[src/frep_pkg.sv]
// constants for the flash row erase/program sequencer
`default_nettype none
package frep_pkg;
    localparam int unsigned CTRL_W = 16;
    localparam int unsigned ADDR_W = 4;
    localparam int unsigned ROW_WORDS = 32;
    localparam int unsigned WORD_W = 24;
    localparam int unsigned WIDX_W = 5;
    // register indices
    localparam logic [3:0] A_CTRL = 4'h0;
    localparam logic [3:0] A_KEY = 4'h1;
    localparam logic [3:0] A_PAGE = 4'h2;
    localparam logic [3:0] A_OFFS = 4'h3;
    localparam logic [3:0] A_WDAT_LO = 4'h4;
    localparam logic [3:0] A_WDAT_HI = 4'h5;
    localparam logic [3:0] A_STAT = 4'h6;
    // control fields
    localparam int unsigned B_START = 15;
    localparam int unsigned B_WPERMIT = 14;
    localparam int unsigned B_ERASE = 6;
    localparam int unsigned OP_MSB = 5;
    localparam logic [5:0] OP_ROW = 6'h18;
    localparam logic [15:0] CTRL_RST = 16'h0000;
    localparam logic [15:0] CTRL_WMASK = 16'h407F;
    localparam logic [15:0] KEY_FIRST = 16'h0055;
    localparam logic [15:0] KEY_SECOND = 16'h00AA;
    // timing
    localparam int unsigned CLK_NS = 100;
    localparam int unsigned ERASE_US = 2000;
    localparam int unsigned PROG_US = 2000;
    localparam int unsigned ERASE_CYC = ERASE_US * 1000 / CLK_NS;
    localparam int unsigned PROG_CYC = PROG_US * 1000 / CLK_NS;
    localparam int unsigned CNT_W = 20;
endpackage : frep_pkg
`default_nettype wire

[src/frep_top.sv]
// flash row erase/program sequencer with unlock key and cpu stall
//==========================================================
// Function
// - erase and program whole rows of 32 instructions
// - row erase is op field 011000 with erase and write-permit set
// - start refused unless the key sequence immediately preceded it
// - start with erase runs erase, stalls cpu, self-clears start
// - row program is op 011000, erase clear, write-permit set
// - start with program runs write, stalls cpu, self-clears start
//==========================================================
`default_nettype none
module frep_top #(
    parameter int unsigned ERASE_CYCLES = frep_pkg::ERASE_CYC,
    parameter int unsigned PROG_CYCLES = frep_pkg::PROG_CYC
) (
    input wire logic clk,
    input wire logic rst_n,
    input wire logic [frep_pkg::ADDR_W-1:0] addr,
    input wire logic [frep_pkg::CTRL_W-1:0] wdata,
    input wire logic wr_stb,
    input wire logic rd_stb,
    output logic [frep_pkg::CTRL_W-1:0] rdata,
    output logic cpu_stall,
    output logic fl_erase,
    output logic fl_prog,
    output logic [frep_pkg::CTRL_W-1:0] fl_page,
    output logic [frep_pkg::CTRL_W-1:0] fl_offs,
    output logic [frep_pkg::WORD_W-1:0] fl_wdata,
    output logic [frep_pkg::WIDX_W-1:0] fl_widx
);
    typedef enum logic [2:0] {
        FREP_IDLE = 3'b001,
        FREP_ERASE = 3'b010,
        FREP_PROG = 3'b100
    } frep_state_t;

    //==========================================================
    // registers
    frep_state_t state_reg, state_next;
    logic [15:0] ctrl_reg;
    logic [15:0] page_reg;
    logic [15:0] offs_reg;
    logic [15:0] wlo_reg;
    logic [1:0] key_reg;
    logic [19:0] cnt_reg;
    logic [15:0] rdata_reg;
    logic stall_reg;
    logic erase_reg;
    logic prog_reg;
    logic [4:0] widx_reg;
    logic [4:0] rptr_reg;
    logic [23:0] wdat_reg;
    logic [23:0] buf_mem [0:frep_pkg::ROW_WORDS-1];
    logic [4:0] buf_cnt_reg;
    logic fail_reg;

    //==========================================================
    // decode
    // one register written outside busy time
    function automatic logic reg_hit(
        input logic stb,
        input logic [3:0] a,
        input logic [3:0] idx,
        input logic bsy
    );
        return stb && a == idx && !bsy;
    endfunction : reg_hit

    wire busy = (state_reg != FREP_IDLE);
    wire w_ctrl = reg_hit(wr_stb, addr, frep_pkg::A_CTRL, busy);
    wire w_key = reg_hit(wr_stb, addr, frep_pkg::A_KEY, busy);
    wire w_page = reg_hit(wr_stb, addr, frep_pkg::A_PAGE, busy);
    wire w_offs = reg_hit(wr_stb, addr, frep_pkg::A_OFFS, busy);
    wire w_wlo = reg_hit(wr_stb, addr, frep_pkg::A_WDAT_LO, busy);
    wire w_whi = reg_hit(wr_stb, addr, frep_pkg::A_WDAT_HI, busy);
    wire key1 = w_key && wdata == frep_pkg::KEY_FIRST;
    wire key2 = w_key && wdata == frep_pkg::KEY_SECOND && key_reg == 2'h1;
    wire set_start = w_ctrl && wdata[frep_pkg::B_START];
    wire op_ok = wdata[frep_pkg::OP_MSB:0] == frep_pkg::OP_ROW && wdata[frep_pkg::B_WPERMIT];
    // the start write spends the unlock whether or not it is taken
    wire go = set_start && key_reg == 2'h2 && op_ok;
    wire go_erase = go && wdata[frep_pkg::B_ERASE];
    wire go_prog = go && !wdata[frep_pkg::B_ERASE];
    wire cnt_done = cnt_reg == 20'h00001;
    wire prog_next = state_next == FREP_PROG && state_reg == FREP_PROG;
    wire [15:0] start_mask = 16'h0001 << frep_pkg::B_START;
    wire [15:0] stat_word = {13'h0, fail_reg, stall_reg, key_reg == 2'h2};
    // key register is write-only and reads as zero
    wire [15:0] rd_mux = addr == frep_pkg::A_CTRL ? ctrl_reg :
                         addr == frep_pkg::A_PAGE ? page_reg :
                         addr == frep_pkg::A_OFFS ? offs_reg :
                         addr == frep_pkg::A_STAT ? stat_word : 16'h0000;

    always_comb
    begin
        state_next = state_reg;
        case (state_reg)
            FREP_IDLE:
            begin
                if (go_erase)
                    state_next = FREP_ERASE;
                else if (go_prog)
                    state_next = FREP_PROG;
            end
            FREP_ERASE, FREP_PROG:
            begin
                if (cnt_done)
                    state_next = FREP_IDLE;
            end
            default: state_next = FREP_IDLE;
        endcase
    end

    //==========================================================
    // control and key
    always_ff @(posedge clk)
    begin
        if (!rst_n)
        begin
            state_reg <= FREP_IDLE;
            ctrl_reg <= frep_pkg::CTRL_RST;
            key_reg <= 2'h0;
            cnt_reg <= 20'h00000;
            fail_reg <= 1'b0;
        end
        else
        begin
            state_reg <= state_next;
            // any write other than the expected next step drops the unlock
            if (key1)
                key_reg <= 2'h1;
            else if (key2)
                key_reg <= 2'h2;
            else if (wr_stb)
                key_reg <= 2'h0;
            if (go)
            begin
                ctrl_reg <= (wdata & frep_pkg::CTRL_WMASK) | start_mask;
                // busy lasts exactly the loaded count, last cycle included
                cnt_reg <= wdata[frep_pkg::B_ERASE] ? ERASE_CYCLES[19:0] : PROG_CYCLES[19:0];
                fail_reg <= 1'b0;
            end
            else if (w_ctrl)
            begin
                ctrl_reg <= wdata & frep_pkg::CTRL_WMASK;
                if (set_start)
                    fail_reg <= 1'b1;
            end
            else if (busy)
            begin
                cnt_reg <= cnt_reg - 20'h00001;
                if (cnt_done)
                    ctrl_reg[frep_pkg::B_START] <= 1'b0;
            end
        end
    end

    //==========================================================
    // address, buffers, bus read
    always_ff @(posedge clk)
    begin
        if (!rst_n)
        begin
            page_reg <= 16'h0000;
            offs_reg <= 16'h0000;
            wlo_reg <= 16'h0000;
            buf_cnt_reg <= 5'h00;
            rdata_reg <= 16'h0000;
        end
        else
        begin
            // read data last one cycle, zero otherwise
            rdata_reg <= rd_stb ? rd_mux : 16'h0000;
            if (w_page)
                page_reg <= wdata;
            if (w_offs)
                offs_reg <= wdata;
            if (w_wlo)
                wlo_reg <= wdata;
            if (w_whi)
                buf_cnt_reg <= buf_cnt_reg + 5'h01;
            if (state_reg == FREP_PROG && cnt_done)
                buf_cnt_reg <= 5'h00;
        end
    end

    always_ff @(posedge clk)
    begin
        if (w_whi)
            buf_mem[buf_cnt_reg] <= {wdata[7:0], wlo_reg};
    end

    //==========================================================
    // flash side strobes, row word streaming
    always_ff @(posedge clk)
    begin
        if (!rst_n)
        begin
            stall_reg <= 1'b0;
            erase_reg <= 1'b0;
            prog_reg <= 1'b0;
            widx_reg <= 5'h00;
            rptr_reg <= 5'h00;
            wdat_reg <= 24'h000000;
        end
        else
        begin
            // stall and erase strobes follow the next state so they rise together with busy; the program strobe rises one cycle later
            stall_reg <= state_next != FREP_IDLE;
            erase_reg <= state_next == FREP_ERASE;
            prog_reg <= prog_next;
            if (state_reg == FREP_PROG)
                rptr_reg <= rptr_reg + 5'h01;
            else
                rptr_reg <= 5'h00;
            // index and word leave together so the array sees a matched pair
            widx_reg <= prog_next ? rptr_reg : 5'h00;
            wdat_reg <= buf_mem[rptr_reg];
        end
    end

    assign rdata = rdata_reg;
    assign cpu_stall = stall_reg;
    assign fl_erase = erase_reg;
    assign fl_prog = prog_reg;
    assign fl_page = page_reg;
    assign fl_offs = offs_reg;
    assign fl_wdata = wdat_reg;
    assign fl_widx = widx_reg;

    //==========================================================
    // checks
    a_start_needs_key: assert property (@(posedge clk) disable iff (!rst_n)
        $rose(stall_reg) |-> $past(key_reg) == 2'h2)
        else $error("operation started without unlock");
    a_stall_erase: assert property (@(posedge clk) disable iff (!rst_n)
        go_erase |=> stall_reg && erase_reg && ctrl_reg[frep_pkg::B_START])
        else $error("erase did not start with stall");
    a_stall_prog: assert property (@(posedge clk) disable iff (!rst_n)
        go_prog |=> stall_reg && !erase_reg && ctrl_reg[frep_pkg::B_START])
        else $error("program did not start with stall");
    a_start_clears: assert property (@(posedge clk) disable iff (!rst_n)
        busy && cnt_done |=> !ctrl_reg[frep_pkg::B_START] && !stall_reg)
        else $error("start bit not cleared at end");
    a_cancel_unlock: assert property (@(posedge clk) disable iff (!rst_n)
        wr_stb && !key1 && !key2 |=> key_reg == 2'h0)
        else $error("stray write kept unlock");
    a_key_order: assert property (@(posedge clk) disable iff (!rst_n)
        key_reg == 2'h2 |-> $past(key_reg) == 2'h1 || $past(key_reg) == 2'h2)
        else $error("unlock reached out of order");
    a_erase_sel: assert property (@(posedge clk) disable iff (!rst_n)
        $rose(erase_reg) |-> ctrl_reg[frep_pkg::OP_MSB:0] == frep_pkg::OP_ROW && ctrl_reg[frep_pkg::B_ERASE])
        else $error("erase without erase selection");
    a_prog_sel: assert property (@(posedge clk) disable iff (!rst_n)
        state_reg == FREP_PROG |-> !ctrl_reg[frep_pkg::B_ERASE] && ctrl_reg[frep_pkg::B_WPERMIT])
        else $error("program with bad selection");

    // row streaming
    a_row_walk: assert property (@(posedge clk) disable iff (!rst_n)
        prog_reg && $past(prog_reg) |-> widx_reg == $past(widx_reg) + 5'h01)
        else $error("row index not stepping");
    a_word_align: assert property (@(posedge clk) disable iff (!rst_n)
        prog_reg |-> wdat_reg == buf_mem[widx_reg])
        else $error("streamed word does not match its index");
    a_prog_first: assert property (@(posedge clk) disable iff (!rst_n)
        go_prog |=> !prog_reg ##1 (prog_reg && widx_reg == 5'h00))
        else $error("program did not begin at the first word");
    a_row_count: assert property (@(posedge clk) disable iff (!rst_n)
        w_whi |=> buf_cnt_reg == $past(buf_cnt_reg) + 5'h01)
        else $error("buffer slot did not advance");

    // stall, flags and held fields
    a_stall_tracks: assert property (@(posedge clk) disable iff (!rst_n)
        stall_reg == busy)
        else $error("stall does not follow busy");
    a_erase_flag: assert property (@(posedge clk) disable iff (!rst_n)
        erase_reg == (state_reg == FREP_ERASE))
        else $error("erase strobe does not follow state");
    a_single_op: assert property (@(posedge clk) disable iff (!rst_n)
        !(erase_reg && prog_reg))
        else $error("erase and program together");
    a_refuse_flag: assert property (@(posedge clk) disable iff (!rst_n)
        set_start && !go |=> fail_reg && !ctrl_reg[frep_pkg::B_START] && !stall_reg)
        else $error("refused start left no trace");
    a_key_consumed: assert property (@(posedge clk) disable iff (!rst_n)
        $rose(stall_reg) |-> key_reg == 2'h0)
        else $error("unlock survived the start");
    a_fields_hold: assert property (@(posedge clk) disable iff (!rst_n)
        busy |=> $stable(page_reg) && $stable(offs_reg) && $stable(ctrl_reg[frep_pkg::B_WPERMIT:0]))
        else $error("fields changed during an operation");

    //==========================================================
    // coverage
    c_erase: cover property (@(posedge clk) disable iff (!rst_n) go_erase);
    c_prog: cover property (@(posedge clk) disable iff (!rst_n) go_prog);
    c_refused: cover property (@(posedge clk) disable iff (!rst_n) set_start && !go);
    c_done: cover property (@(posedge clk) disable iff (!rst_n) busy && cnt_done);
    c_row_end: cover property (@(posedge clk) disable iff (!rst_n) prog_reg && widx_reg == 5'h1F);
endmodule : frep_top
`default_nettype wire

[config.mk]
export PLATFORM = sky130hd
export DESIGN_NAME = frep_top
export DESIGN_NICKNAME = d
export VERILOG_FILES = /design/src/frep_pkg.sv /design/src/frep_top.sv
export SDC_FILE = /design/constraint.sdc
export NUM_CORES = 1
export LEC_CHECK = 0
export BUFFER_PORTS_ARGS = -buffer_cell sky130_fd_sc_hd__buf_2
export CAP_MARGIN = 40
export CORE_MARGIN = 2
export CORE_UTILIZATION = 60
export CTS_BUF_LIST = sky130_fd_sc_hd__clkbuf_4 sky130_fd_sc_hd__clkbuf_8 sky130_fd_sc_hd__clkbuf_16
export CTS_CLUSTER_DIAMETER = 40
export DETAILED_ROUTE_END_ITERATION = 10
export PLACE_DENSITY = 0.79
export SYNTH_ARGS = -nofsm -noshare
export SYNTH_HDL_FRONTEND = slang
export SYNTH_SLANG_ARGS = --single-unit
[constraint.sdc]
create_clock -name clk -period 8.1 [get_ports clk]
set_input_delay 1.215 -clock clk [delete_from_list [all_inputs] [get_ports clk]]
set_output_delay 1.215 -clock clk [all_outputs]
set_load 0.01 [all_outputs]
==> out/results.txt, run 1 <==
Reg2reg start - state_reg[1]$_SDFF_PN0_
Port buffer count - 103
FMAX - 271.6 MHz
Initial antenna violation count - 2
Clock share of power - 49.1%
First-pass GRT wire length - 126.6 mm
Grt ovf - 0
DRT Pass-1 Iters - 7
Synthesized area - 0.03464 mm^2
Max Slew Vio Count - 0
Initial DRC Count - 2,519
R2r setup slk - 4.59 ns
Number of synthesized flops with an enable pin - 768
Synthesized Nets - 1,996
Comb pwr share - 1.2%
Startpoint Class - input port
Syn_area_per_cell - 17.63 um^2
Status - completed
FFs w/ async S/R, synth - 0%
# IOs - 104
Largest net degree at the start of global routing - 120
P_int - 0.008010 W
Setup bufs post-CTS - 0
Cell taking the most area after synthesis - edfxtp_1
Min-Delay Path Depth - 2
Synth warn - 0
Share of the synthesized area in the top cell type - 66.58%
Slew @ Worst Pin - 1.015 ns
Max VDD drop - 0.0001856 V
Vias in the first global route - 19,300
Antenna Nets Post-Route - 0
Seq/Total Area, Yosys - 74.73%
Final Cell Area - 0.04023 mm^2
Flop pwr share - 49.7%
Clk root buf - clkbuf_16
Die outline width - 244.3 um
Critical path fanouts, max - 13
Die Area - 0.05967 mm^2
Final Wtd Congestion - 0.9060
Post-DP Area - 0.03640 mm^2
Share of cells above drive strength 1 - 25.91%
CP Capture Type - register
Post-DP HPWL - 50.43 mm
Final #Nets - 2,169
Clock Latency Late Sink - 0.67 ns
Detailed-route DRC error count - 0
Worst path slowest cell - nor2_2
Synth top area cells - edfxtp_1 67%, dfxtp_1 8.1%, mux4_2 8.0%
Core area - 0.05737 mm^2
Clk sinks - 909
Site Rows - 88
CTS resizes - 0
Fin worst setup slack - 4.418 ns
Top FF cell, synth - edfxtp_1
Reg-to-Reg End - buf_mem[25][11]$_DFFE_PP_
Final setup vio count - 0
Crit share post-route - 45.46%
Design Power - 0.01017 W
P_sw - 0.002162 W
Vias after detailed routing - 19,630
Setup slack at placement - 3.953 ns
Reg2reg path depth - 5
Commonest non-fill, non-tap cells in the layout - 768 x edfxtp_1, 161 x mux2i_1, 140 x nand2_1, 136 x dfxtp_1, 123 x mux4_2
H-tree depth - 3
Die Height - 244.3 um
Relative slew slack - 32.37%
Post-Synthesis Cells - 1,965
Leakage power - 12.22 nW
Max-Cap Viols - 0
Crit path arrival time - 4.04 ns
Antenna cells - 0
Kind of critical path - input port to register
Hold Crit Class - register to register
Area Growth Syn to Fin - 16.14%
Leading cell type in the layout, fill and taps excluded - edfxtp_1
CTS Buffer Depth - 3
Clock skew - 0.02549 ns
Sw Ratio - 21.25%
Final Hold Violating Endpoints - 0
CP required - 8.46 ns
Cts hold-fix bufs - 0
All-Layer GR Usage - 29.25%
Max reg flops - 768
Clock Pin Slew Worst Setup and Hold Paths - 0.06 ns
#FFs+latches synth - 909
Initial Util - 60.38%
Hold Path End - ctrl_reg[1]$_SDFFE_PN0P_
Min-Delay Startpoint - ctrl_reg[1]$_SDFFE_PN0P_
Minimum clock period - 3.682 ns
Cell chain of the critical path - buf_2 -> nand4bb_1 -> nor3_1 -> nand2_1 -> nor2_2 -> buf_8
WL/cell - 28.69 um
Mean number of vias per cell - 6.543
Total negative slack - 0 ns
CP max stage delay - 0.82 ns
Cts bufs inserted - 110
CTS tree - done
Final WL - 86.07 mm
Pwr dens - 252.8 mW/mm^2
Synth cell types - 57
RSZ-0062 raised after global routing - false
-- per-layer routing --
metal  share of wire (%)  vias up  track usage (%)  routed length, um
met2                  48     1254            46.33              41000
met3                  11      214            5.915               9130
met5               0.020        -                0                 17
met1                  37     9947            39.36              31800
li1                    -     8211                -                  -
met4                 4.8        4            14.19               4118
-- critical path: cells and delay by family --
kind / cells / cell delay, ns
AND/OR/NAND/NOR: 4 / 2.45
buffers and inverters: 2 / 0.36
-- area by class of cell --
type / instances / area (um^2)
repair buffers: 178 / 1205
well taps: 765 / 957.2
multi-input cells: 928 / 8323
clock inverters: 85 / 860.8
flip-flops and latches: 909 / 25900
inverters: 11 / 41.29
clock buffers: 124 / 2945
fillers: 3409 / 17140
-- stage by stage --
stage | utilization (%) | hold WS [ns] | std cells
after floorplan | - | 0.4322 | 1965
after global placement | 63.09 | 0.4489 | 2774
after detailed placement | 63.46 | 0.4556 | 2788
after CTS | 70.09 | 0.4626 | 2997
after global routing | 70.13 | 0.4824 | 3000
final | 70.13 | 0.4663 | 3000
-- synthesized netlist by cell type (9+ instances only) --
library cell	instances
edfxtp_1	768
inv_1	10
o31ai_1	9
dfxtp_1	141
nor2_1	92
a221oi_1	42
clkbuf_1	83
a22oi_1	30
mux4_2	123
nand2_1	140
a32oi_1	22
nand3_1	29
nor4_1	10
mux2_2	24
buf_2	19
mux2i_1	161
buf_1	9
or3_1	11
or4_1	13
a21oi_1	79
o21ai_0	30
-- cells by family (layout without fill, tap and decap cells) --
| logic type | after synthesis | after routing | share of synthesized area (%) |
|---|---|---|---|
| buffers and inverters | 128 | 398 | 1.532 |
| AO/OA/AOI/OAI | 244 | 244 | 4.819 |
| multiplexers | 308 | 308 | 13.43 |
| AND/OR/NAND/NOR | 355 | 355 | 4.880 |
| adder cells (fa/ha/maj) | 7 | 7 | 0.2529 |
| XOR/XNOR | 14 | 14 | 0.3540 |
| flip-flops | 909 | 909 | 74.73 |
-- worst max path at each step --
stage | slack [ns] | from | depth (start not counted) | end
global placement | 3.74 | wr_stb | 5 | buf_mem[25][6]$_DFFE_PP_
finish | 4.42 | wr_stb | 6 | buf_mem[25][11]$_DFFE_PP_
floorplan | 4.34 | addr[0] | 5 | buf_mem[24][0]$_DFFE_PP_
global route | 4.34 | wr_stb | 6 | buf_mem[25][9]$_DFFE_PP_
CTS | 4.58 | wr_stb | 6 | buf_mem[25][11]$_DFFE_PP_
detailed placement | 3.95 | wr_stb | 6 | buf_mem[24][6]$_DFFE_PP_
-- power by group through the flow --
stage | combinational, W | sequential (W) | clock (W)
floorplan | 0.0000366 | 0.00515 | 0
finish | 0.000124 | 0.00505 | 0.00500
detailed placement | 0.000119 | 0.00515 | 0
CTS | 0.000120 | 0.00505 | 0.00502
global route | 0.000129 | 0.00505 | 0.00522
global placement | 0.000112 | 0.00515 | 0
(Power assumes the default switching activity.)
==> run 2, diff against run 1 <==
==> constraint.sdc (replaced) <==
create_clock -name clk -period 3.85 [get_ports clk]
set_input_delay 0.5775 -clock clk [delete_from_list [all_inputs] [get_ports clk]]
set_output_delay 0.5775 -clock clk [all_outputs]
set_load 0.01 [all_outputs]
==> out/results.txt, run 2 (same netlist as run 1, synthesis figures left out) <==
Post-DP HPWL - 51.13 mm
Grt ovf - 0
All-Layer GR Usage - 29.71%
Failing checks - antenna rules
Crit path arrival time - 3.17 ns
Initial DRC Count - 2,605
Largest net degree at the start of global routing - 70
Reg2reg start - state_reg[1]$_SDFF_PN0_
Clock Pin Slew Worst Setup and Hold Paths - 0.06 ns
Max-Cap Viols - 0
Core area - 0.05737 mm^2
Kind of critical path - register to register
Hold Crit Class - input port to register
Setup bufs post-CTS - 0
Share of cells above drive strength 1 - 26.25%
Cts bufs inserted - 102
Port buffer count - 103
Commonest non-fill, non-tap cells in the layout - 768 x edfxtp_1, 161 x mux2i_1, 140 x nand2_1, 135 x dfxtp_1, 123 x mux4_2
Worst path slowest cell - or4_1
Die Height - 244.3 um
Final Wtd Congestion - 0.9133
Reg-to-Reg End - buf_mem[15][23]$_DFFE_PP_
First-pass GRT wire length - 129.0 mm
FMAX - 348.8 MHz
Final WL - 87.78 mm
DRT Pass-1 Iters - 6
Clock skew - 0.03170 ns
Met1 Use GR - 40.43%
Area Growth Syn to Fin - 15.93%
Detailed-route DRC error count - 0
Clock Latency Late Sink - 0.67 ns
CTS tree - done
Startpoint Class - register
Initial antenna violation count - 1
Worst Setup EP - buf_mem[15][23]$_DFFE_PP_
Min-Delay Startpoint - wdata[13]
Max Slew Vio Count - 0
Design Power - 0.02083 W
Initial Util - 60.38%
Leading cell type in the layout, fill and taps excluded - edfxtp_1
Crit share post-route - 74.46%
Max reg flops - 768
GRT busiest layer - met2
Status - finished with violations
Global routing met3 resource utilization - 5.136%
Cts hold-fix bufs - 0
Met2 usage - 47.43%
Site Rows - 88
CP required - 4.15 ns
Pwr dens - 518.7 mW/mm^2
Vias in the first global route - 19,830
H-tree depth - 3
CP max stage delay - 0.94 ns
RSZ-0062 raised after global routing - false
Mean number of vias per cell - 6.557
R2r setup slk - 0.98 ns
WL/cell - 29.05 um
Slew @ Worst Pin - 0.9641 ns
Final Hold Violating Endpoints - 0
Critical path fanouts, max - 24
Minimum clock period - 2.867 ns
Vias after detailed routing - 19,820
Final setup vio count - 0
CP Capture Type - register
Total negative slack - 0 ns
CTS Buffer Depth - 3
# IOs - 104
Reg2reg path depth - 5
CTS resizes - 0
Antenna Nets Post-Route - 1
Die Area - 0.05967 mm^2
Cell chain of the critical path - nand4bb_1 -> or4_1 -> or2_2 -> inv_1 -> buf_4
Clk sinks - 909
Critical path launch point - state_reg[1]$_SDFF_PN0_
Leakage power - 12.28 nW
Clk root buf - clkbuf_16
Max VDD drop - 0.0003741 V
Relative slew slack - 35.73%
Die outline width - 244.3 um
Final #Nets - 2,193
-- run 2: changes by cell type in the layout (fill, tap and decap cells not counted), moves of 3 or more --
| cell | delta |
|---|---|
| buf_2 | -4 |
| buf_4 | +43 |
| buf_8 | -8 |
| clkbuf_16 | -7 |
| clkbuf_4 | +6 |
| clkbuf_8 | +4 |
| clkinv_1 | +5 |
| clkinv_2 | +3 |
| clkinv_4 | -7 |
| clkinvlp_4 | -10 |
| diode_2 | +6 |
| inv_4 | +3 |
| inv_6 | -3 |
| inv_8 | -9 |
-- run 2: worst min path at each step --
stage	to	cells after the start
2_1_floorplan	rdata[2]$_SDFF_PN0_	2
3_3_place_gp	ctrl_reg[0]$_SDFFE_PN0P_	2
3_5_place_dp	ctrl_reg[3]$_SDFFE_PN0P_	2
4_1_cts	fl_page[13]$_SDFFE_PN0P_	3
5_1_grt	fl_page[11]$_SDFFE_PN0P_	3
6_report	fl_page[13]$_SDFFE_PN0P_	3
-- run 2: layer usage --
metal | share of wire (%) | up-vias
met4 | 4.8 | 2
met3 | 11 | 207
li1 | - | 8254
met2 | 48 | 1302
met1 | 36 | 10050
met5 | 0.011 | -
-- run 2: final cells by class --
cell class                 instances  area, um^2
inverter                          11       41.29
sequential                       909       25900
antenna                            6       15.01
multi-input combinational        928        8323
timing repair buffer             210        1408
fill                            3382       17210
tap                              765       957.2
clock inverter                    66       643.1
clock buffer                     127        2870
-- run 2: critical path: cells and delay by family, from the launching register on --
family,cells,cell delay (ns)
buffers and inverters,2,0.39
DFF,1,0.38
and+or+nand+nor,3,1.74
-- run 2: power by group --
group,switching [W],internal (W),total [W]
registers,0.0000216,0.0106,0.0106
logic,0.000205,0.0000622,0.000267
clock network,0.00399,0.00594,0.00993
total,0.00422,0.0166,0.0208
-- run 2: metrics by stage --
step	hold slack, ns	instances	area (um^2)	util, %	setup WS (ns)
2_1_floorplan	0.4322	1965	34640	-	0.7270
3_3_place_gp	0.4467	2819	36560	63.73	0.8869
3_5_place_dp	0.4532	2823	36630	63.85	0.8587
4_1_cts	0.1816	3016	40140	69.97	1.014
5_1_grt	0.2262	3016	40140	69.97	0.9005
6_report	0.2077	3022	40150	70.00	0.9834
